`src/shared/dsrctl_defs.svh`:
```
// offsets, field positions, reset values of the control register slice
`ifndef DSRCTL_DEFS_SVH
`define DSRCTL_DEFS_SVH
`define DSRCTL_ADDR_AUDIO     8'h2B
`define DSRCTL_ADDR_PCLK      8'h2E
`define DSRCTL_ADDR_DUALRX    8'h34
`define DSRCTL_ADDR_EQ1       8'h35
`define DSRCTL_ADDR_STRAP     8'h37
`define DSRCTL_AUD_OVERRUN    3
`define DSRCTL_AUD_UNDERRUN   2
`define DSRCTL_AUD_ERR_CLR    1
`define DSRCTL_AUD_RISING     0
`define DSRCTL_PCLK_EXT       7
`define DSRCTL_DRX_LOCK_MODE  6
`define DSRCTL_DRX_RAW_BC     5
`define DSRCTL_DRX_MODE_HI    4
`define DSRCTL_DRX_MODE_LO    3
`define DSRCTL_DRX_PORT1      1
`define DSRCTL_DRX_PORT0      0
`define DSRCTL_EQ_RESTART     6
`define DSRCTL_EQ_OVERRIDE    5
`define DSRCTL_EQ_FLOOR_EN    4
`define DSRCTL_ST1_DONE       7
`define DSRCTL_ST1_HI         6
`define DSRCTL_ST1_LO         4
`define DSRCTL_ST0_DONE       3
`define DSRCTL_ST0_HI         2
`define DSRCTL_ST0_LO         0
`define DSRCTL_RST_AUDIO      8'h00
`define DSRCTL_RST_PCLK       8'h00
`define DSRCTL_RST_DUALRX     8'h01
`define DSRCTL_RST_EQ1        8'h00
`define DSRCTL_RST_STRAP      3'h0
`endif

```
`src/shared/dsrctl_pkg.sv`:
```
// types of the control register slice
package dsrctl_pkg;
  typedef logic [7:0] dsrctl_byte_t;
  typedef logic [2:0] dsrctl_code_t;
  typedef enum logic [1:0] {
    DSRCTL_MODE_AUTO,
    DSRCTL_MODE_DUAL,
    DSRCTL_MODE_PRIMARY,
    DSRCTL_MODE_SECONDARY
  } dsrctl_mode_e;
  typedef enum logic {
    DSRCTL_STRAP_WAIT,
    DSRCTL_STRAP_LATCHED
  } dsrctl_strap_e;
endpackage

```
`src/shared/dsrctl_strap_if.sv`:
```
// carrier between the strap latch and the register bank
`timescale 1ns/1ps
interface dsrctl_strap_if;
  logic [2:0] code;
  logic       done;
  modport latch (output code, output done);
  modport bank  (input code, input done);
endinterface

```
`src/core/dsrctl_top.sv`:
```
`timescale 1ns/1ps
module dsrctl_top #(
  parameter int FLOOR_W = 4
) (
  // clock and reset
  input  wire logic                     clock,
  input  wire logic                     reset_n,
  // register port
  input  wire logic [7:0]               reg_addr,
  input  wire logic [7:0]               reg_wdata,
  input  wire logic                     reg_write,
  input  wire logic                     reg_read,
  output logic [7:0]                    reg_rdata,
  output logic                          reg_rvalid,
  // audio path
  input  wire logic                     audio_overrun_event,
  input  wire logic                     audio_underrun_event,
  output logic                          audio_strobe_rising,
  // pixel clock
  output logic                          pclk_from_selftest,
  // link lock and back channel
  input  wire logic                     link_linked,
  input  wire logic                     fwd_video_disabled,
  output logic                          rx_lock,
  output logic                          video_disabled_flag,
  input  wire logic                     back_channel_pin_zero,
  input  wire logic                     back_channel_filtered,
  output logic                          back_channel_out,
  output dsrctl_pkg::dsrctl_mode_e      link_input_mode,
  // equalizer, index 0 is port zero
  input  wire logic [FLOOR_W-1:0]       eq_floor_value_p0,
  input  wire logic [FLOOR_W-1:0]       eq_floor_value_p1,
  output logic [1:0]                    eq_restart,
  output logic [1:0]                    eq_floor_apply,
  output logic [FLOOR_W-1:0]            eq_floor_p0,
  output logic [FLOOR_W-1:0]            eq_floor_p1,
  // strap decoders
  input  wire logic                     strap_zero_valid,
  input  wire dsrctl_pkg::dsrctl_code_t strap_zero_decode,
  input  wire logic                     strap_one_valid,
  input  wire dsrctl_pkg::dsrctl_code_t strap_one_decode
);
  import dsrctl_pkg::*;
  `include "dsrctl_defs.svh"

  dsrctl_strap_if st0 ();
  dsrctl_strap_if st1 ();

  logic         overrun_q;
  logic         underrun_q;
  logic         err_clr_bit_q;
  logic         rising_q;
  logic         pclk_ext_q;
  logic         lock_mode_q;
  logic         raw_bc_q;
  logic [1:0]   mode_q;
  logic         port_one_select_q;
  logic         port_zero_select_q;
  logic [1:0]   eq_restart_bit_q;
  logic [1:0]   eq_override_q;
  logic [1:0]   eq_floor_en_q;
  logic         wr_audio;
  logic         wr_pclk;
  logic         wr_dualrx;
  logic         wr_eq1;
  logic         err_clear;
  logic         rd_port1;
  logic [7:0]   rdata_d;

  // per-port view of the equalizer control byte
  function automatic logic [7:0] eq1_byte(input logic rst,
                                          input logic ovr,
                                          input logic en);
    logic [7:0] b;
    b = 8'h00;
    b[`DSRCTL_EQ_RESTART]  = rst;
    b[`DSRCTL_EQ_OVERRIDE] = ovr;
    b[`DSRCTL_EQ_FLOOR_EN] = en;
    return b;
  endfunction

  dsrctl_strap u_strap0 (
    .clock        (clock),
    .reset_n      (reset_n),
    .decode_valid (strap_zero_valid),
    .decode_code  (strap_zero_decode),
    .st           (st0)
  );

  dsrctl_strap u_strap1 (
    .clock        (clock),
    .reset_n      (reset_n),
    .decode_valid (strap_one_valid),
    .decode_code  (strap_one_decode),
    .st           (st1)
  );

  // write decode
  always_comb begin
    wr_audio  = 1'b0;
    wr_pclk   = 1'b0;
    wr_dualrx = 1'b0;
    wr_eq1    = 1'b0;
    if (reg_write && reg_addr == `DSRCTL_ADDR_AUDIO) begin
      wr_audio = 1'b1;
    end else if (reg_write && reg_addr == `DSRCTL_ADDR_PCLK) begin
      wr_pclk = 1'b1;
    end else if (reg_write && reg_addr == `DSRCTL_ADDR_DUALRX) begin
      wr_dualrx = 1'b1;
    end else if (reg_write && reg_addr == `DSRCTL_ADDR_EQ1) begin
      wr_eq1 = 1'b1;
    end
  end

  assign err_clear = wr_audio && reg_wdata[`DSRCTL_AUD_ERR_CLR];

  // sticky fifo errors, a new event wins over the clear
  always_ff @(posedge clock or negedge reset_n) begin
    if (!reset_n) begin
      overrun_q  <= 1'b0;
      underrun_q <= 1'b0;
    end else begin
      overrun_q  <= audio_overrun_event  | (overrun_q  & ~err_clear);
      underrun_q <= audio_underrun_event | (underrun_q & ~err_clear);
    end
  end

  // audio control writable bits
  always_ff @(posedge clock or negedge reset_n) begin
    if (!reset_n) begin
      err_clr_bit_q <= 1'(`DSRCTL_RST_AUDIO >> `DSRCTL_AUD_ERR_CLR);
      rising_q      <= 1'(`DSRCTL_RST_AUDIO >> `DSRCTL_AUD_RISING);
    end else if (wr_audio) begin
      err_clr_bit_q <= reg_wdata[`DSRCTL_AUD_ERR_CLR];
      rising_q      <= reg_wdata[`DSRCTL_AUD_RISING];
    end
  end

  // pixel clock test select
  always_ff @(posedge clock or negedge reset_n) begin
    if (!reset_n) begin
      pclk_ext_q <= 1'(`DSRCTL_RST_PCLK >> `DSRCTL_PCLK_EXT);
    end else if (wr_pclk) begin
      pclk_ext_q <= reg_wdata[`DSRCTL_PCLK_EXT];
    end
  end

  // dual receive control, reserved bits dropped
  always_ff @(posedge clock or negedge reset_n) begin
    if (!reset_n) begin
      lock_mode_q <= 1'(`DSRCTL_RST_DUALRX >> `DSRCTL_DRX_LOCK_MODE);
      raw_bc_q    <= 1'(`DSRCTL_RST_DUALRX >> `DSRCTL_DRX_RAW_BC);
      mode_q      <= 2'h0;
      port_one_select_q <= 1'(`DSRCTL_RST_DUALRX >> `DSRCTL_DRX_PORT1);
      port_zero_select_q <= 1'(`DSRCTL_RST_DUALRX >> `DSRCTL_DRX_PORT0);
    end else if (wr_dualrx) begin
      lock_mode_q <= reg_wdata[`DSRCTL_DRX_LOCK_MODE];
      raw_bc_q    <= reg_wdata[`DSRCTL_DRX_RAW_BC];
      mode_q      <= reg_wdata[`DSRCTL_DRX_MODE_HI:`DSRCTL_DRX_MODE_LO];
      port_one_select_q <= reg_wdata[`DSRCTL_DRX_PORT1];
      port_zero_select_q <= reg_wdata[`DSRCTL_DRX_PORT0];
    end
  end

  // per-port equalizer control, each selected port takes the write
  always_ff @(posedge clock or negedge reset_n) begin
    if (!reset_n) begin
      eq_restart_bit_q <= 2'h0;
      eq_override_q    <= 2'h0;
      eq_floor_en_q    <= 2'h0;
    end else if (wr_eq1) begin
      if (port_zero_select_q) begin
        eq_restart_bit_q[0] <= reg_wdata[`DSRCTL_EQ_RESTART];
        eq_override_q[0]    <= reg_wdata[`DSRCTL_EQ_OVERRIDE];
        eq_floor_en_q[0]    <= reg_wdata[`DSRCTL_EQ_FLOOR_EN];
      end
      if (port_one_select_q) begin
        eq_restart_bit_q[1] <= reg_wdata[`DSRCTL_EQ_RESTART];
        eq_override_q[1]    <= reg_wdata[`DSRCTL_EQ_OVERRIDE];
        eq_floor_en_q[1]    <= reg_wdata[`DSRCTL_EQ_FLOOR_EN];
      end
    end
  end

  // block outputs
  always_ff @(posedge clock or negedge reset_n) begin
    if (!reset_n) begin
      audio_strobe_rising <= 1'b0;
      pclk_from_selftest  <= 1'b0;
      rx_lock             <= 1'b0;
      video_disabled_flag <= 1'b0;
      back_channel_out    <= 1'b0;
      link_input_mode     <= DSRCTL_MODE_AUTO;
    end else begin
      audio_strobe_rising <= rising_q;
      pclk_from_selftest  <= pclk_ext_q;
      rx_lock <= link_linked & (lock_mode_q | ~fwd_video_disabled);
      video_disabled_flag <= fwd_video_disabled;
      back_channel_out <= raw_bc_q ? back_channel_pin_zero
                                   : back_channel_filtered;
      link_input_mode <= dsrctl_mode_e'(mode_q);
    end
  end

  // equalizer outputs
  always_ff @(posedge clock or negedge reset_n) begin
    if (!reset_n) begin
      eq_restart     <= 2'h0;
      eq_floor_apply <= 2'h0;
      eq_floor_p0    <= '0;
      eq_floor_p1    <= '0;
    end else begin
      eq_restart     <= {2{|eq_restart_bit_q}};
      eq_floor_apply <= eq_override_q & eq_floor_en_q;
      eq_floor_p0 <= (eq_override_q[0] & eq_floor_en_q[0]) ?
                     eq_floor_value_p0 : '0;
      eq_floor_p1 <= (eq_override_q[1] & eq_floor_en_q[1]) ?
                     eq_floor_value_p1 : '0;
    end
  end

  // port one wins the read when both are selected
  assign rd_port1 = port_one_select_q;

  // read mux, reserved bits as zero
  always_comb begin
    rdata_d = 8'h00;
    if (reg_addr == `DSRCTL_ADDR_AUDIO) begin
      rdata_d[`DSRCTL_AUD_OVERRUN]  = overrun_q;
      rdata_d[`DSRCTL_AUD_UNDERRUN] = underrun_q;
      rdata_d[`DSRCTL_AUD_ERR_CLR]  = err_clr_bit_q;
      rdata_d[`DSRCTL_AUD_RISING]   = rising_q;
    end else if (reg_addr == `DSRCTL_ADDR_PCLK) begin
      rdata_d[`DSRCTL_PCLK_EXT] = pclk_ext_q;
    end else if (reg_addr == `DSRCTL_ADDR_DUALRX) begin
      rdata_d[`DSRCTL_DRX_LOCK_MODE] = lock_mode_q;
      rdata_d[`DSRCTL_DRX_RAW_BC]    = raw_bc_q;
      rdata_d[`DSRCTL_DRX_MODE_HI:`DSRCTL_DRX_MODE_LO] = mode_q;
      rdata_d[`DSRCTL_DRX_PORT1]     = port_one_select_q;
      rdata_d[`DSRCTL_DRX_PORT0]     = port_zero_select_q;
    end else if (reg_addr == `DSRCTL_ADDR_EQ1) begin
      if (rd_port1) begin
        rdata_d = eq1_byte(eq_restart_bit_q[1], eq_override_q[1],
                           eq_floor_en_q[1]);
      end else begin
        rdata_d = eq1_byte(eq_restart_bit_q[0], eq_override_q[0],
                           eq_floor_en_q[0]);
      end
    end else if (reg_addr == `DSRCTL_ADDR_STRAP) begin
      rdata_d[`DSRCTL_ST1_DONE] = st1.done;
      rdata_d[`DSRCTL_ST1_HI:`DSRCTL_ST1_LO] = st1.code;
      rdata_d[`DSRCTL_ST0_DONE] = st0.done;
      rdata_d[`DSRCTL_ST0_HI:`DSRCTL_ST0_LO] = st0.code;
    end
  end

  // read answer one cycle after the request
  always_ff @(posedge clock or negedge reset_n) begin
    if (!reset_n) begin
      reg_rdata  <= 8'h00;
      reg_rvalid <= 1'b0;
    end else begin
      reg_rvalid <= reg_read;
      if (reg_read) begin
        reg_rdata <= rdata_d;
      end
    end
  end

  a_overrun_sticky: assert property (
    @(posedge clock) disable iff (!reset_n)
    audio_overrun_event |=> overrun_q)
    else $error("overrun event not recorded");
  a_underrun_clear: assert property (
    @(posedge clock) disable iff (!reset_n)
    err_clear && !audio_underrun_event |=> !underrun_q)
    else $error("underrun not cleared");
  a_lock_mode0: assert property (
    @(posedge clock) disable iff (!reset_n)
    !lock_mode_q && fwd_video_disabled |=> !rx_lock)
    else $error("lock given while video disabled in mode 0");
  a_lock_mode1: assert property (
    @(posedge clock) disable iff (!reset_n)
    lock_mode_q && link_linked |=> rx_lock)
    else $error("lock missing while linked in mode 1");
  a_raw_bc_pass: assert property (
    @(posedge clock) disable iff (!reset_n)
    raw_bc_q |=> back_channel_out == $past(back_channel_pin_zero))
    else $error("raw back channel not passed through");
  a_port1_read: assert property (
    @(posedge clock) disable iff (!reset_n)
    reg_read && reg_addr == `DSRCTL_ADDR_EQ1 && port_one_select_q
    |=> reg_rvalid &&
        reg_rdata[`DSRCTL_EQ_OVERRIDE] == $past(eq_override_q[1]))
    else $error("port one not returned on read");
  a_floor_gate: assert property (
    @(posedge clock) disable iff (!reset_n)
    !eq_override_q[0] |=> !eq_floor_apply[0] && eq_floor_p0 == '0)
    else $error("floor applied without override");
  a_restart_both: assert property (
    @(posedge clock) disable iff (!reset_n)
    eq_restart_bit_q[0] |=> eq_restart == 2'h3)
    else $error("restart not given to both ports");
  a_strap_done: assert property (
    @(posedge clock) disable iff (!reset_n)
    $rose(st1.done) |-> st1.code == $past(strap_one_decode))
    else $error("strap one done without latched code");
endmodule // dsrctl_top

```
`src/core/dsrctl_strap.sv`:
```
// latch of one strap decode with its done flag
`timescale 1ns/1ps
module dsrctl_strap (
  // clock and reset
  input  wire logic                  clock,
  input  wire logic                  reset_n,
  // decoder result
  input  wire logic                  decode_valid,
  input  wire dsrctl_pkg::dsrctl_code_t decode_code,
  // towards the bank
  dsrctl_strap_if.latch              st
);
  import dsrctl_pkg::*;
  `include "dsrctl_defs.svh"

  dsrctl_strap_e state_q;
  dsrctl_code_t  code_q;

  // first valid decode after reset is latched and held
  always_ff @(posedge clock or negedge reset_n) begin
    if (!reset_n) begin
      state_q <= DSRCTL_STRAP_WAIT;
      code_q  <= `DSRCTL_RST_STRAP;
    end else begin
      case (state_q)
        DSRCTL_STRAP_WAIT: begin
          if (decode_valid) begin
            code_q  <= decode_code;
            state_q <= DSRCTL_STRAP_LATCHED;
          end
        end
        default: begin
          state_q <= DSRCTL_STRAP_LATCHED;
        end
      endcase
    end
  end

  assign st.code = code_q;
  assign st.done = (state_q == DSRCTL_STRAP_LATCHED);

  a_strap_done_hold: assert property (
    @(posedge clock) disable iff (!reset_n)
    st.done |=> st.done && $stable(code_q))
    else $error("strap decode changed after latching");
endmodule // dsrctl_strap

```
`config.mk`:
```
export PLATFORM = sky130hd
export DESIGN_NAME = dsrctl_top
export DESIGN_NICKNAME = d
export VERILOG_FILES = /design/src/shared/dsrctl_pkg.sv /design/src/shared/dsrctl_strap_if.sv /design/src/core/dsrctl_top.sv /design/src/core/dsrctl_strap.sv
export VERILOG_INCLUDE_DIRS = /design/src /design/src/shared
export SDC_FILE = /design/constraint.sdc
export NUM_CORES = 1
export LEC_CHECK = 0
export BUFFER_PORTS_ARGS = -buffer_cell sky130_fd_sc_hd__clkbuf_2
export CAP_MARGIN = 20
export CORE_MARGIN = 2
export CORE_UTILIZATION = 45
export CTS_BUF_LIST = sky130_fd_sc_hd__clkbuf_16
export DETAILED_ROUTE_END_ITERATION = 7
export PLACE_DENSITY = 0.85
export SETUP_SLACK_MARGIN = 0.3
export SLEW_MARGIN = 20
export SYNTH_ARGS = -nofsm -noshare
export SYNTH_HDL_FRONTEND = slang
export SYNTH_SLANG_ARGS = --single-unit
```
`constraint.sdc`:
```
create_clock -name clock -period 1.08 [get_ports clock]
set_input_delay 0.108 -clock clock [delete_from_list [all_inputs] [get_ports clock]]
set_output_delay 0.108 -clock clock [all_outputs]
set_load 0.05 [all_outputs]
```
==> results of run 1 <==
## worst max-delay path: cells and delay by family
family | cells | cell delay (ns)
AO/OA/AOI/OAI | 2 | 0.25
AND/OR/NAND/NOR | 2 | 0.65
buffers and inverters | 3 | 0.44
## layer usage
| metal | routed length (um) | part of all wire (%) |
|---|---|---|
| met1 | 2601 | 38 |
| met2 | 3510 | 52 |
| met3 | 459 | 6.8 |
| met4 | 222 | 3.3 |
| met5 | 0 | 0 |
## through the flow
stage	cell area (um^2)	util, %	cells	TNS [ns]
global route	3420	76.94	313	-4.044
detailed placement	2689	60.50	295	-10.61
global placement	2689	60.50	295	-9.966
floorplan	2152	-	159	-5.425
finish	3420	76.94	313	-2.798
CTS	3286	73.93	309	-1.995
## how the worst max path moves through the flow
| stage | from | endpoint | slack [ns] | cells past startpoint |
|---|---|---|---|---|
| final | reg_addr[7] | reg_rdata[0]$_DFFE_PN0P_ | -0.17 | 7 |
| after global routing | reg_addr[7] | reg_rdata[0]$_DFFE_PN0P_ | -0.25 | 7 |
| after CTS | reg_addr[7] | mode_q[1]$_DFFE_PN0P_ | -0.13 | 5 |
| after detailed placement | reg_addr[7] | port_one_select_q$_DFFE_PN0P_ | -0.56 | 5 |
| after global placement | reg_addr[7] | port_one_select_q$_DFFE_PN0P_ | -0.53 | 5 |
| after floorplan | reg_addr[7] | lock_mode_q$_DFFE_PN0P_ | -0.40 | 5 |
## cell usage in the layout, fill, tap and decap left out, drive strengths merged, types with 2 or more instances in the layout
cell | synthesis | routed
mux2i | 3 | 3
dfrtp | 51 | 51
a21o | 2 | 2
nand3b | 2 | 2
mux2 | 22 | 22
bufinv | 0 | 2
buf | 4 | 55
dlygate4sd3 | 0 | 2
a22o | 3 | 3
a22oi | 3 | 3
nand3 | 3 | 3
o21ai | 3 | 3
a21oi | 7 | 7
and3 | 8 | 8
nor4 | 2 | 2
clkbuf | 2 | 47
o2111ai | 3 | 3
nor2 | 6 | 6
a31oi | 3 | 3
nand2 | 3 | 3
or2 | 3 | 3
and2 | 3 | 3
nor2b | 6 | 6
inv | 8 | 9
## layout make-up
cell class / instances / area (um^2) / area share [%]
clock buffer: 5 / 125.1 / 3.659
clock inverter: 3 / 63.81 / 1.866
inverter: 8 / 30.03 / 0.8782
multi-input combinational: 93 / 903.4 / 26.42
sequential: 52 / 1306 / 38.20
tap: 52 / 65.06 / 1.903
timing repair buffer: 100 / 925.9 / 27.08
## repair_timing
action / 4_1_cts / 5_1_grt
hold buffers: 3 / 0
pin swaps: 8 / 15
resized for setup: 80 / 47
setup endpoints to repair: 72 / 82
hold endpoints to repair: 9 / 0
setup buffers: 3 / 4
## power groups by stage
stage | Clock, mW | Sequential [mW] | Combinational [mW]
after floorplan | 0 | 2.18 | 0.141
after global placement | 0 | 2.10 | 0.437
after detailed placement | 0 | 2.10 | 0.447
after CTS | 1.99 | 2.07 | 0.514
after global routing | 2.09 | 2.09 | 0.603
final | 2.00 | 2.08 | 0.567
## kinds of logic after synthesis
group	Yosys count	synth area share, %
muxes	25	13.19
AOI/OAI and AO/OA	28	9.269
DFF	52	61.85
and+or+nand+nor	40	12.42
buffers and inverters	14	3.268
## sequential cells by signal, indices dropped and copies added, names as in the netlist, 2 cells and up
| name | cells |
|---|---|
| reg_rdata | 8 |
| u_strap0.st.code | 3 |
| eq_floor_apply | 2 |
| link_input_mode | 2 |
| eq_floor_en_q | 2 |
| eq_floor_p1 | 4 |
| eq_override_q | 2 |
| eq_restart_bit_q | 2 |
| u_strap1.st.code | 3 |
| mode_q | 2 |
| eq_floor_p0 | 4 |
==> impl_metrics.xml, run 1 <==
<?xml version="1.0" encoding="UTF-8"?>
<metrics>
  <group name="clock_network">
    <metric name="cts_sinks" unit="">52</metric>
    <metric name="cts-buffers-inserted" unit="">5</metric>
    <metric name="cts.reportedPaths.clkPinSlew" unit="ns">0.06</metric>
    <metric name="clk_path_buf_depth" unit="">2</metric>
    <metric name="htree_levels" unit="">2</metric>
    <metric name="tritoncts" unit="">yes</metric>
    <metric name="clk_root_buffer_cell" unit="">clkbuf_16</metric>
    <metric name="clk_latency_worst_skew_pair" unit="ns">0.29</metric>
  </group>
  <group name="global_routing">
    <metric name="grt_pass1_wl" unit="mm">8.728</metric>
    <metric name="first_global_vias" unit="">1663</metric>
    <metric name="grtUsageMet2" unit="%">38.84</metric>
    <metric name="grt_use_total" unit="%">22.56</metric>
    <metric name="globalRoute.totalOverflow" unit="">0</metric>
    <metric name="largest_net_degree_at_the_start_of_global_routing" unit="">21</metric>
    <metric name="global_route.usage.met3" unit="%">4.861</metric>
    <metric name="grt_most_used_layer" unit="">met2</metric>
    <metric name="grt_util_met1" unit="%">28.30</metric>
    <metric name="grt_antenna_before_repair" unit="">0</metric>
  </group>
  <group name="worst_setup_path">
    <metric name="cpMaxStageDelayCell" unit="">or3b_4</metric>
    <metric name="criticalPathCategory" unit="">in -&gt; reg</metric>
    <metric name="crit_required" unit="ns">1.29</metric>
    <metric name="crit_path_cell_trace" unit="">clkbuf_2, or3b_4, buf_6, nor4_4, buf_4, a22oi_2, a21oi_1</metric>
    <metric name="regToRegStartpoint" unit="">port_one_select_q$_DFFE_PN0P_</metric>
    <metric name="worst-r2r-cell-count" unit="">4</metric>
    <metric name="startpoint_type" unit="">input port</metric>
    <metric name="timing.critical_path.fanout_max" unit="">4</metric>
    <metric name="arrival" unit="ns">1.46</metric>
    <metric name="rrSetupSlack" unit="ns">-0.15</metric>
    <metric name="regToRegEndpoint" unit="">reg_rdata[5]$_DFFE_PN0P_</metric>
    <metric name="kind_of_capture_point_of_the_worst_setup_path" unit="">register</metric>
    <metric name="crit_path_max_incr_delay" unit="ns">0.42</metric>
  </group>
  <group name="detailed_routing">
    <metric name="routed_wl" unit="mm">6.794</metric>
    <metric name="remaining_drc_errors" unit="">0</metric>
    <metric name="drt_iter0_drc" unit="">222</metric>
    <metric name="detailroute.via_count" unit="">1775</metric>
    <metric name="detail_route.wl_per_cell" unit="um">21.71</metric>
    <metric name="drt_pass1_iterations" unit="">4</metric>
    <metric name="via_per_inst" unit="">5.671</metric>
    <metric name="antenna_violating_nets_post_route" unit="">0</metric>
  </group>
  <group name="synth">
    <metric name="synth_cell_types" unit="">33</metric>
    <metric name="ys_ff_latch" unit="">52</metric>
    <metric name="yosys_warnings" unit="">0</metric>
    <metric name="synth.area.top_cells" unit="">dfrtp_1, mux2_2, and3_1, nor4_4, nor2b_1</metric>
    <metric name="postSynth.asyncResetShare" unit="%">100.0</metric>
    <metric name="synthesized_area" unit="um^2">2106</metric>
    <metric name="synthesis.instances" unit="">159</metric>
    <metric name="syn-mean-instance-area" unit="um^2">13.24</metric>
    <metric name="synth_top_cell_by_area" unit="">dfrtp_1</metric>
    <metric name="synth_most_common_cell" unit="">dfrtp_1</metric>
    <metric name="synth-edff-count" unit="">0</metric>
    <metric name="yosys_most_used_dff" unit="">dfrtp_1</metric>
    <metric name="synth-seq-area-share" unit="%">61.85</metric>
    <metric name="ys_top_cells_by_count" unit="">dfrtp_1, mux2_2, and3_1, inv_1, a21oi_1</metric>
    <metric name="postSynthNetCount" unit="">201</metric>
    <metric name="post-synth-top-area-fraction" unit="%">60.61</metric>
  </group>
  <group name="finish">
    <metric name="diodes" unit="">0</metric>
    <metric name="areaGrowthSynthToFinish" unit="%">62.39</metric>
    <metric name="nFillCells" unit="">243</metric>
    <metric name="drive_gt1_share" unit="%">61.30</metric>
    <metric name="design.final.nets" unit="">302</metric>
  </group>
  <group name="outcome">
    <metric name="violations_in_the_final_reports" unit="">negative hold slack, negative setup slack</metric>
    <metric name="outcome" unit="">finished with violations</metric>
  </group>
  <group name="sta">
    <metric name="max-slew-margin-rel" unit="%">72.33</metric>
    <metric name="rsz0062_at_grt" unit="">yes</metric>
    <metric name="timing.final.hold_violations" unit="">1</metric>
    <metric name="hold_slack" unit="ns">-0.005395</metric>
    <metric name="setup_violations" unit="">25</metric>
    <metric name="fin_crit" unit="ns">1.249</metric>
    <metric name="setup_ws" unit="ns">-0.1693</metric>
    <metric name="maxSlewViolCount" unit="">0</metric>
    <metric name="fmaxAchievable" unit="GHz">0.8005</metric>
    <metric name="tightest_slew" unit="ns">0.4136</metric>
    <metric name="fin_worst_skew" unit="ns">0.009719</metric>
    <metric name="final.period_utilization" unit="%">115.7</metric>
  </group>
  <group name="floorplanning">
    <metric name="die_width" unit="um">72.41</metric>
    <metric name="floorplan.core_area" unit="um^2">4444</metric>
    <metric name="die_h" unit="um">72.41</metric>
    <metric name="rows" unit="">24</metric>
    <metric name="starting_density_of_the_core" unit="%">47.38</metric>
    <metric name="ios" unit="">70</metric>
    <metric name="dieArea" unit="um^2">5242</metric>
  </group>
  <group name="worst_hold_path">
    <metric name="worst_hold_path.endpoint" unit="">underrun_q$_DFF_PN0_</metric>
    <metric name="min_path_cells" unit="">2</metric>
    <metric name="holdCritPathClass" unit="">in -&gt; reg</metric>
    <metric name="min-delay-start" unit="">audio_underrun_event</metric>
  </group>
  <group name="pwr">
    <metric name="peakVddDrop" unit="V">0.001261</metric>
    <metric name="power.internal" unit="mW">3.609</metric>
    <metric name="power_density" unit="nW/um^2">1359</metric>
    <metric name="p_leak" unit="nW">1.655</metric>
    <metric name="p_switching" unit="mW">1.039</metric>
    <metric name="power.switching_fraction" unit="%">22.35</metric>
    <metric name="seqPwrFrac" unit="%">44.9</metric>
    <metric name="total_power" unit="mW">4.649</metric>
    <metric name="pwr-share-clk" unit="%">43.0</metric>
    <metric name="pwr-share-comb" unit="%">12.2</metric>
  </group>
  <group name="place">
    <metric name="placement.setup.worst_slack" unit="ns">-0.5583</metric>
    <metric name="gp_congestion" unit="">0.8670</metric>
    <metric name="dp.final_hpwl" unit="mm">3.624</metric>
    <metric name="numPortBuffers" unit="">68</metric>
  </group>
  <group name="job">
    <metric name="timing.max_cap.violations" unit="">0</metric>
  </group>
</metrics>
(Power assumes the default switching activity.)
==> run 2: changes to the inputs <==
--- a/config.mk
+++ b/config.mk
@@ -8,7 +8,7 @@
 export LEC_CHECK = 0
 export BUFFER_PORTS_ARGS = -buffer_cell sky130_fd_sc_hd__clkbuf_2
 export CAP_MARGIN = 20
-export CORE_MARGIN = 2
+export CORE_MARGIN = 3
 export CORE_UTILIZATION = 45
 export CTS_BUF_LIST = sky130_fd_sc_hd__clkbuf_16
 export DETAILED_ROUTE_END_ITERATION = 7
==> run 2 against run 1 <==
Compared with the run above: design area decreased by 1.7%; setup slack got worse by 0.041 ns; largest power group unchanged; register-to-register slack got worse by 0.06 ns; die area increased by 5.6%; the run ends with negative setup slack left; total power decreased by 5.7%; clock skew decreased by 0.0044 ns.
==> impl_metrics.xml, run 2 (synthesized netlist as in run 1, its figures left out) <==
<?xml version="1.0" encoding="UTF-8"?>
<metrics>
  <group name="finish">
    <metric name="sequential_cell_area" unit="um^2">1305</metric>
    <metric name="drive_gt1_share" unit="%">60.31</metric>
    <metric name="final-instance-count-excl-fill" unit="">309</metric>
    <metric name="design.final.nets" unit="">298</metric>
    <metric name="areaGrowthSynthToFinish" unit="%">59.60</metric>
    <metric name="stdcell_area" unit="um^2">3361</metric>
    <metric name="multi_input_area" unit="um^2">898.4</metric>
    <metric name="final_common_cell" unit="">dfrtp_1</metric>
    <metric name="registers.top_by_ff_count" unit="">reg_rdata</metric>
    <metric name="largest_registers" unit="">reg_rdata: 8 flops, eq_floor_p0: 4 flops, eq_floor_p1: 4 flops</metric>
    <metric name="number_of_flip_flops_in_the_largest_register" unit="">8</metric>
    <metric name="mostFrequentLayoutCells" unit="">dfrtp_1, clkbuf_2, buf_8</metric>
    <metric name="diodes" unit="">0</metric>
    <metric name="nFillCells" unit="">239</metric>
    <metric name="final_core_utilization" unit="%">75.62</metric>
  </group>
  <group name="detailed_routing">
    <metric name="remaining_drc_errors" unit="">0</metric>
    <metric name="drt_iter0_drc" unit="">318</metric>
    <metric name="antenna_violating_nets_post_route" unit="">0</metric>
    <metric name="detailroute.via_count" unit="">1777</metric>
    <metric name="route.met3.wl" unit="um">554</metric>
    <metric name="routed_wl" unit="mm">6.633</metric>
    <metric name="wl_met1" unit="mm">2.390</metric>
    <metric name="dr.max_layer_used" unit="">met4</metric>
    <metric name="via_per_inst" unit="">5.751</metric>
    <metric name="drt_pass1_iterations" unit="">4</metric>
    <metric name="wl_met2" unit="mm">3.518</metric>
    <metric name="detail_route.wl_per_cell" unit="um">21.47</metric>
  </group>
  <group name="place">
    <metric name="dp.final_hpwl" unit="mm">3.626</metric>
    <metric name="numPortBuffers" unit="">68</metric>
    <metric name="placement.setup.worst_slack" unit="ns">-0.5423</metric>
    <metric name="numPlacedInstances" unit="">292</metric>
    <metric name="placed_cell_area" unit="um^2">2666</metric>
    <metric name="gp_congestion" unit="">0.8154</metric>
  </group>
  <group name="worst_setup_path">
    <metric name="cpMaxStageDelayCell" unit="">dfrtp_2</metric>
    <metric name="kind_of_capture_point_of_the_worst_setup_path" unit="">register</metric>
    <metric name="regToRegStartpoint" unit="">port_one_select_q$_DFFE_PN0P_</metric>
    <metric name="criticalPathCategory" unit="">reg -&gt; reg</metric>
    <metric name="rrSetupSlack" unit="ns">-0.21</metric>
    <metric name="regToRegEndpoint" unit="">reg_rdata[6]$_DFFE_PN0P_</metric>
    <metric name="arrival" unit="ns">1.46</metric>
    <metric name="crit_required" unit="ns">1.25</metric>
    <metric name="crit_path_max_incr_delay" unit="ns">0.46</metric>
    <metric name="crit_path_cell_trace" unit="">mux2i_1, a21oi_1, o2111ai_1, o21ai_1</metric>
    <metric name="startpoint_type" unit="">register</metric>
    <metric name="critical_path.startpoint" unit="">port_one_select_q$_DFFE_PN0P_</metric>
    <metric name="worst-r2r-cell-count" unit="">4</metric>
    <metric name="timing.critical_path.fanout_max" unit="">6</metric>
  </group>
  <group name="outcome">
    <metric name="violations_in_the_final_reports" unit="">negative setup slack</metric>
    <metric name="outcome" unit="">finished with violations</metric>
  </group>
  <group name="pwr">
    <metric name="p_leak" unit="nW">1.599</metric>
    <metric name="total_power" unit="mW">4.384</metric>
    <metric name="peakVddDrop" unit="V">0.0007437</metric>
    <metric name="power_density" unit="nW/um^2">1304</metric>
  </group>
  <group name="floorplanning">
    <metric name="rows" unit="">24</metric>
    <metric name="dieArea" unit="um^2">5536</metric>
    <metric name="starting_density_of_the_core" unit="%">47.38</metric>
    <metric name="ios" unit="">70</metric>
    <metric name="die_width" unit="um">74.41</metric>
    <metric name="floorplan.core_area" unit="um^2">4444</metric>
    <metric name="die_h" unit="um">74.41</metric>
  </group>
  <group name="clock_network">
    <metric name="htree_levels" unit="">2</metric>
    <metric name="cts_sinks" unit="">52</metric>
    <metric name="clk_root_buffer_cell" unit="">clkbuf_16</metric>
    <metric name="clk_path_buf_depth" unit="">2</metric>
    <metric name="cts-buffers-inserted" unit="">5</metric>
    <metric name="cts.reportedPaths.clkPinSlew" unit="ns">0.06</metric>
    <metric name="tritoncts" unit="">yes</metric>
    <metric name="clk_latency_worst_skew_pair" unit="ns">0.29</metric>
  </group>
  <group name="sta">
    <metric name="rsz0062_at_grt" unit="">yes</metric>
    <metric name="maxSlewViolCount" unit="">0</metric>
    <metric name="setup_ws" unit="ns">-0.2104</metric>
    <metric name="hold_slack" unit="ns">0.01877</metric>
    <metric name="timing.final.hold_violations" unit="">0</metric>
    <metric name="max-slew-margin-rel" unit="%">70.86</metric>
    <metric name="final.period_utilization" unit="%">119.5</metric>
    <metric name="fin_worst_skew" unit="ns">0.005292</metric>
    <metric name="setup_violations" unit="">25</metric>
    <metric name="fin_crit" unit="ns">1.290</metric>
    <metric name="fmaxAchievable" unit="GHz">0.7749</metric>
    <metric name="tightest_slew" unit="ns">0.4362</metric>
    <metric name="setup-tns-final" unit="ns">-2.684</metric>
  </group>
  <group name="worst_hold_path">
    <metric name="min_path_cells" unit="">2</metric>
    <metric name="min-delay-start" unit="">audio_underrun_event</metric>
    <metric name="worst_hold_path.endpoint" unit="">underrun_q$_DFF_PN0_</metric>
    <metric name="holdCritPathClass" unit="">in -&gt; reg</metric>
  </group>
  <group name="global_routing">
    <metric name="grt_use_total" unit="%">23.43</metric>
    <metric name="grt_pass1_wl" unit="mm">9.411</metric>
    <metric name="first_global_vias" unit="">1750</metric>
    <metric name="grt_antenna_before_repair" unit="">0</metric>
    <metric name="largest_net_degree_at_the_start_of_global_routing" unit="">53</metric>
    <metric name="globalRoute.totalOverflow" unit="">0</metric>
  </group>
  <group name="job">
    <metric name="timing.max_cap.violations" unit="">0</metric>
  </group>
</metrics>
[run 2: worst max-delay path, delay by kind of cell (launching register included)]
kind,cells,cell delay [ns]
multiplexers,1,0.31
flip-flops,1,0.46
AO/OA/AOI/OAI,3,0.39
[run 2: how the worst max path moves through the flow]
| stage | end | slack, ns | cells past startpoint |
|---|---|---|---|
| 4_1_cts | reg_rdata[3]$_DFFE_PN0P_ | -0.11 | 7 |
| 3_3_place_gp | port_one_select_q$_DFFE_PN0P_ | -0.52 | 5 |
| 2_1_floorplan | lock_mode_q$_DFFE_PN0P_ | -0.40 | 5 |
| 5_1_grt | reg_rdata[6]$_DFFE_PN0P_ | -0.25 | 4 |
| 3_5_place_dp | mode_q[1]$_DFFE_PN0P_ | -0.54 | 5 |
| 6_report | reg_rdata[6]$_DFFE_PN0P_ | -0.21 | 4 |
[run 2: layer usage]
| metal | GRT usage, % | vias to the layer above |
|---|---|---|
| met5 | 0 | - |
| li1 | - | 763 |
| met3 | 6.486 | 18 |
| met4 | 8.498 | 0 |
| met1 | 27.49 | 877 |
| met2 | 40.98 | 119 |
[run 2: final cells by class]
cell class | instances | area share [%]
Timing Repair Buffer | 96 | 26.77
Sequential cell | 52 | 38.83
Tap cell | 52 | 1.936
Inverter | 8 | 0.8935
Clock inverter | 3 | 1.117
Clock buffer | 5 | 3.723
Multi-Input combinational cell | 93 | 26.73
[run 2: timing repair]
| item | 4_1_cts | 5_1_grt |
|---|---|---|
| resized for setup | 87 | 39 |
| gates cloned | 0 | 0 |
| pin swaps | 8 | 11 |
| hold endpoints to repair | 53 | 0 |
| hold buffers | 3 | 0 |
| buffers inserted | 2 | 4 |
| setup endpoints to repair | 73 | 73 |
[run 2: where the power goes]
part	total (mW)	switching [mW]	internal, mW
combinational	0.557	0.295	0.262
sequential	2.08	0.0655	2.02
clock	1.74	0.666	1.08
total	4.38	1.03	3.36
==> run 3: changes to the inputs <==
--- a/config.mk
+++ b/config.mk
@@ -13,7 +13,7 @@
 export CTS_BUF_LIST = sky130_fd_sc_hd__clkbuf_16
 export DETAILED_ROUTE_END_ITERATION = 7
 export PLACE_DENSITY = 0.85
-export SETUP_SLACK_MARGIN = 0.3
+export SETUP_SLACK_MARGIN = 0.1
 export SLEW_MARGIN = 20
 export SYNTH_ARGS = -nofsm -noshare
 export SYNTH_HDL_FRONTEND = slang
==> run 3 against run 2 <==
Compared with the run above: the flow still finishes with violations (negative setup slack); sequential cell count did not move; combinational power is 9.9% lower; sequential share of layout area rose by 3.4 points; global-route usage fell by 4.2 points; hold slack better by 0.014 ns; count of clock-buffer cells in the layout unchanged; non-clock buffer count down 4; design area down 7.9%; core utilization shrank 5.9 points; register-to-register slack improved by 0.08 ns; maximum frequency up 3.4%.
==> impl_metrics.xml, run 3 (synthesized netlist as in run 1, its figures left out) <==
<?xml version="1.0" encoding="UTF-8"?>
<metrics>
  <group name="outcome">
    <metric name="outcome" unit="">finished with violations</metric>
    <metric name="violations_in_the_final_reports" unit="">negative setup slack</metric>
  </group>
  <group name="global_routing">
    <metric name="grt_use_total" unit="%">19.20</metric>
    <metric name="grt_antenna_before_repair" unit="">0</metric>
    <metric name="largest_net_degree_at_the_start_of_global_routing" unit="">53</metric>
    <metric name="first_global_vias" unit="">1606</metric>
    <metric name="grt_pass1_wl" unit="mm">7.900</metric>
    <metric name="globalRoute.totalOverflow" unit="">0</metric>
  </group>
  <group name="finish">
    <metric name="number_of_flip_flops_in_the_largest_register" unit="">8</metric>
    <metric name="design.final.nets" unit="">294</metric>
    <metric name="largest_registers" unit="">reg_rdata: 8 flops, eq_floor_p0: 4 flops, eq_floor_p1: 4 flops</metric>
    <metric name="areaGrowthSynthToFinish" unit="%">47.06</metric>
    <metric name="diodes" unit="">0</metric>
    <metric name="final_core_utilization" unit="%">69.68</metric>
    <metric name="mostFrequentLayoutCells" unit="">dfrtp_1, clkbuf_2, buf_4</metric>
    <metric name="final_common_cell" unit="">dfrtp_1</metric>
    <metric name="registers.top_by_ff_count" unit="">reg_rdata</metric>
    <metric name="drive_gt1_share" unit="%">53.75</metric>
  </group>
  <group name="clock_network">
    <metric name="tritoncts" unit="">yes</metric>
    <metric name="clk_path_buf_depth" unit="">2</metric>
    <metric name="clk_latency_worst_skew_pair" unit="ns">0.29</metric>
    <metric name="cts-buffers-inserted" unit="">5</metric>
    <metric name="cts_sinks" unit="">52</metric>
    <metric name="clk_root_buffer_cell" unit="">clkbuf_16</metric>
    <metric name="htree_levels" unit="">2</metric>
    <metric name="cts.reportedPaths.clkPinSlew" unit="ns">0.06</metric>
  </group>
  <group name="floorplanning">
    <metric name="ios" unit="">70</metric>
    <metric name="starting_density_of_the_core" unit="%">47.38</metric>
    <metric name="die_h" unit="um">74.41</metric>
    <metric name="rows" unit="">24</metric>
    <metric name="floorplan.core_area" unit="um^2">4444</metric>
    <metric name="dieArea" unit="um^2">5536</metric>
    <metric name="die_width" unit="um">74.41</metric>
  </group>
  <group name="worst_hold_path">
    <metric name="min-delay-start" unit="">strap_one_valid</metric>
    <metric name="min_path_cells" unit="">2</metric>
    <metric name="holdCritPathClass" unit="">in -&gt; reg</metric>
    <metric name="worst_hold_path.endpoint" unit="">u_strap1.st.done$_DFF_PN0_</metric>
  </group>
  <group name="pwr">
    <metric name="p_leak" unit="nW">1.545</metric>
    <metric name="peakVddDrop" unit="V">0.0009290</metric>
    <metric name="power_density" unit="nW/um^2">1308</metric>
  </group>
  <group name="worst_setup_path">
    <metric name="arrival" unit="ns">1.42</metric>
    <metric name="crit_required" unit="ns">1.25</metric>
    <metric name="timing.critical_path.fanout_max" unit="">6</metric>
    <metric name="worst-r2r-cell-count" unit="">4</metric>
    <metric name="startpoint_type" unit="">input port</metric>
    <metric name="kind_of_capture_point_of_the_worst_setup_path" unit="">register</metric>
    <metric name="regToRegStartpoint" unit="">port_one_select_q$_DFFE_PN0P_</metric>
    <metric name="regToRegEndpoint" unit="">reg_rdata[1]$_DFFE_PN0P_</metric>
    <metric name="criticalPathCategory" unit="">in -&gt; reg</metric>
    <metric name="rrSetupSlack" unit="ns">-0.13</metric>
  </group>
  <group name="sta">
    <metric name="fin_crit" unit="ns">1.248</metric>
    <metric name="rsz0062_at_grt" unit="">yes</metric>
    <metric name="setup_ws" unit="ns">-0.1681</metric>
    <metric name="final.period_utilization" unit="%">115.6</metric>
    <metric name="tightest_slew" unit="ns">0.2947</metric>
    <metric name="max-slew-margin-rel" unit="%">80.20</metric>
    <metric name="timing.final.hold_violations" unit="">0</metric>
    <metric name="setup_violations" unit="">25</metric>
    <metric name="fmaxAchievable" unit="GHz">0.8012</metric>
    <metric name="maxSlewViolCount" unit="">0</metric>
    <metric name="hold_slack" unit="ns">0.03324</metric>
    <metric name="fin_worst_skew" unit="ns">0.004676</metric>
  </group>
  <group name="place">
    <metric name="numPortBuffers" unit="">68</metric>
    <metric name="dp.final_hpwl" unit="mm">3.497</metric>
    <metric name="gp_congestion" unit="">0.7941</metric>
  </group>
  <group name="detailed_routing">
    <metric name="drt_iter0_drc" unit="">127</metric>
    <metric name="routed_wl" unit="mm">5.173</metric>
    <metric name="antenna_violating_nets_post_route" unit="">0</metric>
    <metric name="via_per_inst" unit="">5.223</metric>
    <metric name="detail_route.wl_per_cell" unit="um">16.96</metric>
    <metric name="detailroute.via_count" unit="">1593</metric>
    <metric name="drt_pass1_iterations" unit="">4</metric>
    <metric name="remaining_drc_errors" unit="">0</metric>
  </group>
  <group name="job">
    <metric name="timing.max_cap.violations" unit="">0</metric>
  </group>
</metrics>
## run 3: changes by cell type in the layout (fill, tap and decap cells not counted), moves of 3 or more
cell      change
a21oi_1       +3
a21oi_2       -3
and3_1        +8
and3_4        -8
buf_4        +13
buf_6         -6
buf_8        -18
clkbuf_4      +3
or2_2         +3
or2_4         -3
## run 3: worst max path at each step
stage | from | to | slack [ns] | depth (start not counted)
after floorplan | reg_addr[7] | lock_mode_q$_DFFE_PN0P_ | -0.40 | 5
after global placement | reg_addr[7] | port_one_select_q$_DFFE_PN0P_ | -0.52 | 5
after detailed placement | reg_addr[7] | lock_mode_q$_DFFE_PN0P_ | -0.57 | 5
after CTS | reg_addr[7] | lock_mode_q$_DFFE_PN0P_ | -0.13 | 5
after global routing | reg_addr[7] | mode_q[0]$_DFFE_PN0P_ | -0.22 | 5
final | reg_addr[7] | mode_q[0]$_DFFE_PN0P_ | -0.17 | 5
## run 3: report_power, final
group	internal, mW	switching (mW)
Sequential	2.02	0.0521
Clock	0.834	0.645
Combinational	0.232	0.270
## run 3: metrics by stage
stage / area (um^2) / setup TNS [ns] / power (mW) / std cells / worst slack (ns)
floorplan: 2145 / -5.425 / 2.316 / 159 / -0.4034
global placement: 2666 / -9.975 / 2.522 / 292 / -0.5222
detailed placement: 2666 / -10.85 / 2.536 / 292 / -0.5719
CTS: 3045 / -1.846 / 4.049 / 304 / -0.1304
finish: 3097 / -2.228 / 4.051 / 305 / -0.1681
global route: 3097 / -3.474 / 4.195 / 305 / -0.2194
## run 3: metal layers
metal  up-vias  global-route usage, %  routed length [um]
met4         0                  8.893                 102
li1        745                      -                   -
met1       775                  26.03                2160
met2        65                  30.05                2645
met5         -                      0                   0
met3         8                  3.514                 264
## run 3: critical path, cell delays in order
cell and delay [ns]:
clkbuf_2 0.09, or3b_4 0.41, nor4_4 0.16, and2b_2 0.29, mux2_2 0.36
## run 3: what timing repair did
action	CTS	global route
buffers inserted	0	1
gates resized for setup	49	34
cloned	0	0
hold buffers	4	0
endpoints found under the hold margin	54	0
endpoints found under the setup margin	59	54
pin swaps	3	1
## run 3: layout make-up
type                            instances  area [um^2]
Timing Repair Buffer                   92        724.4
Clock buffer                            5        125.1
Inverter                                8        30.03
Clock inverter                          3        11.26
Tap cell                               52        65.06
Fill cell                             288         1348
Multi-Input combinational cell         93        834.6
Sequential cell                        52         1306
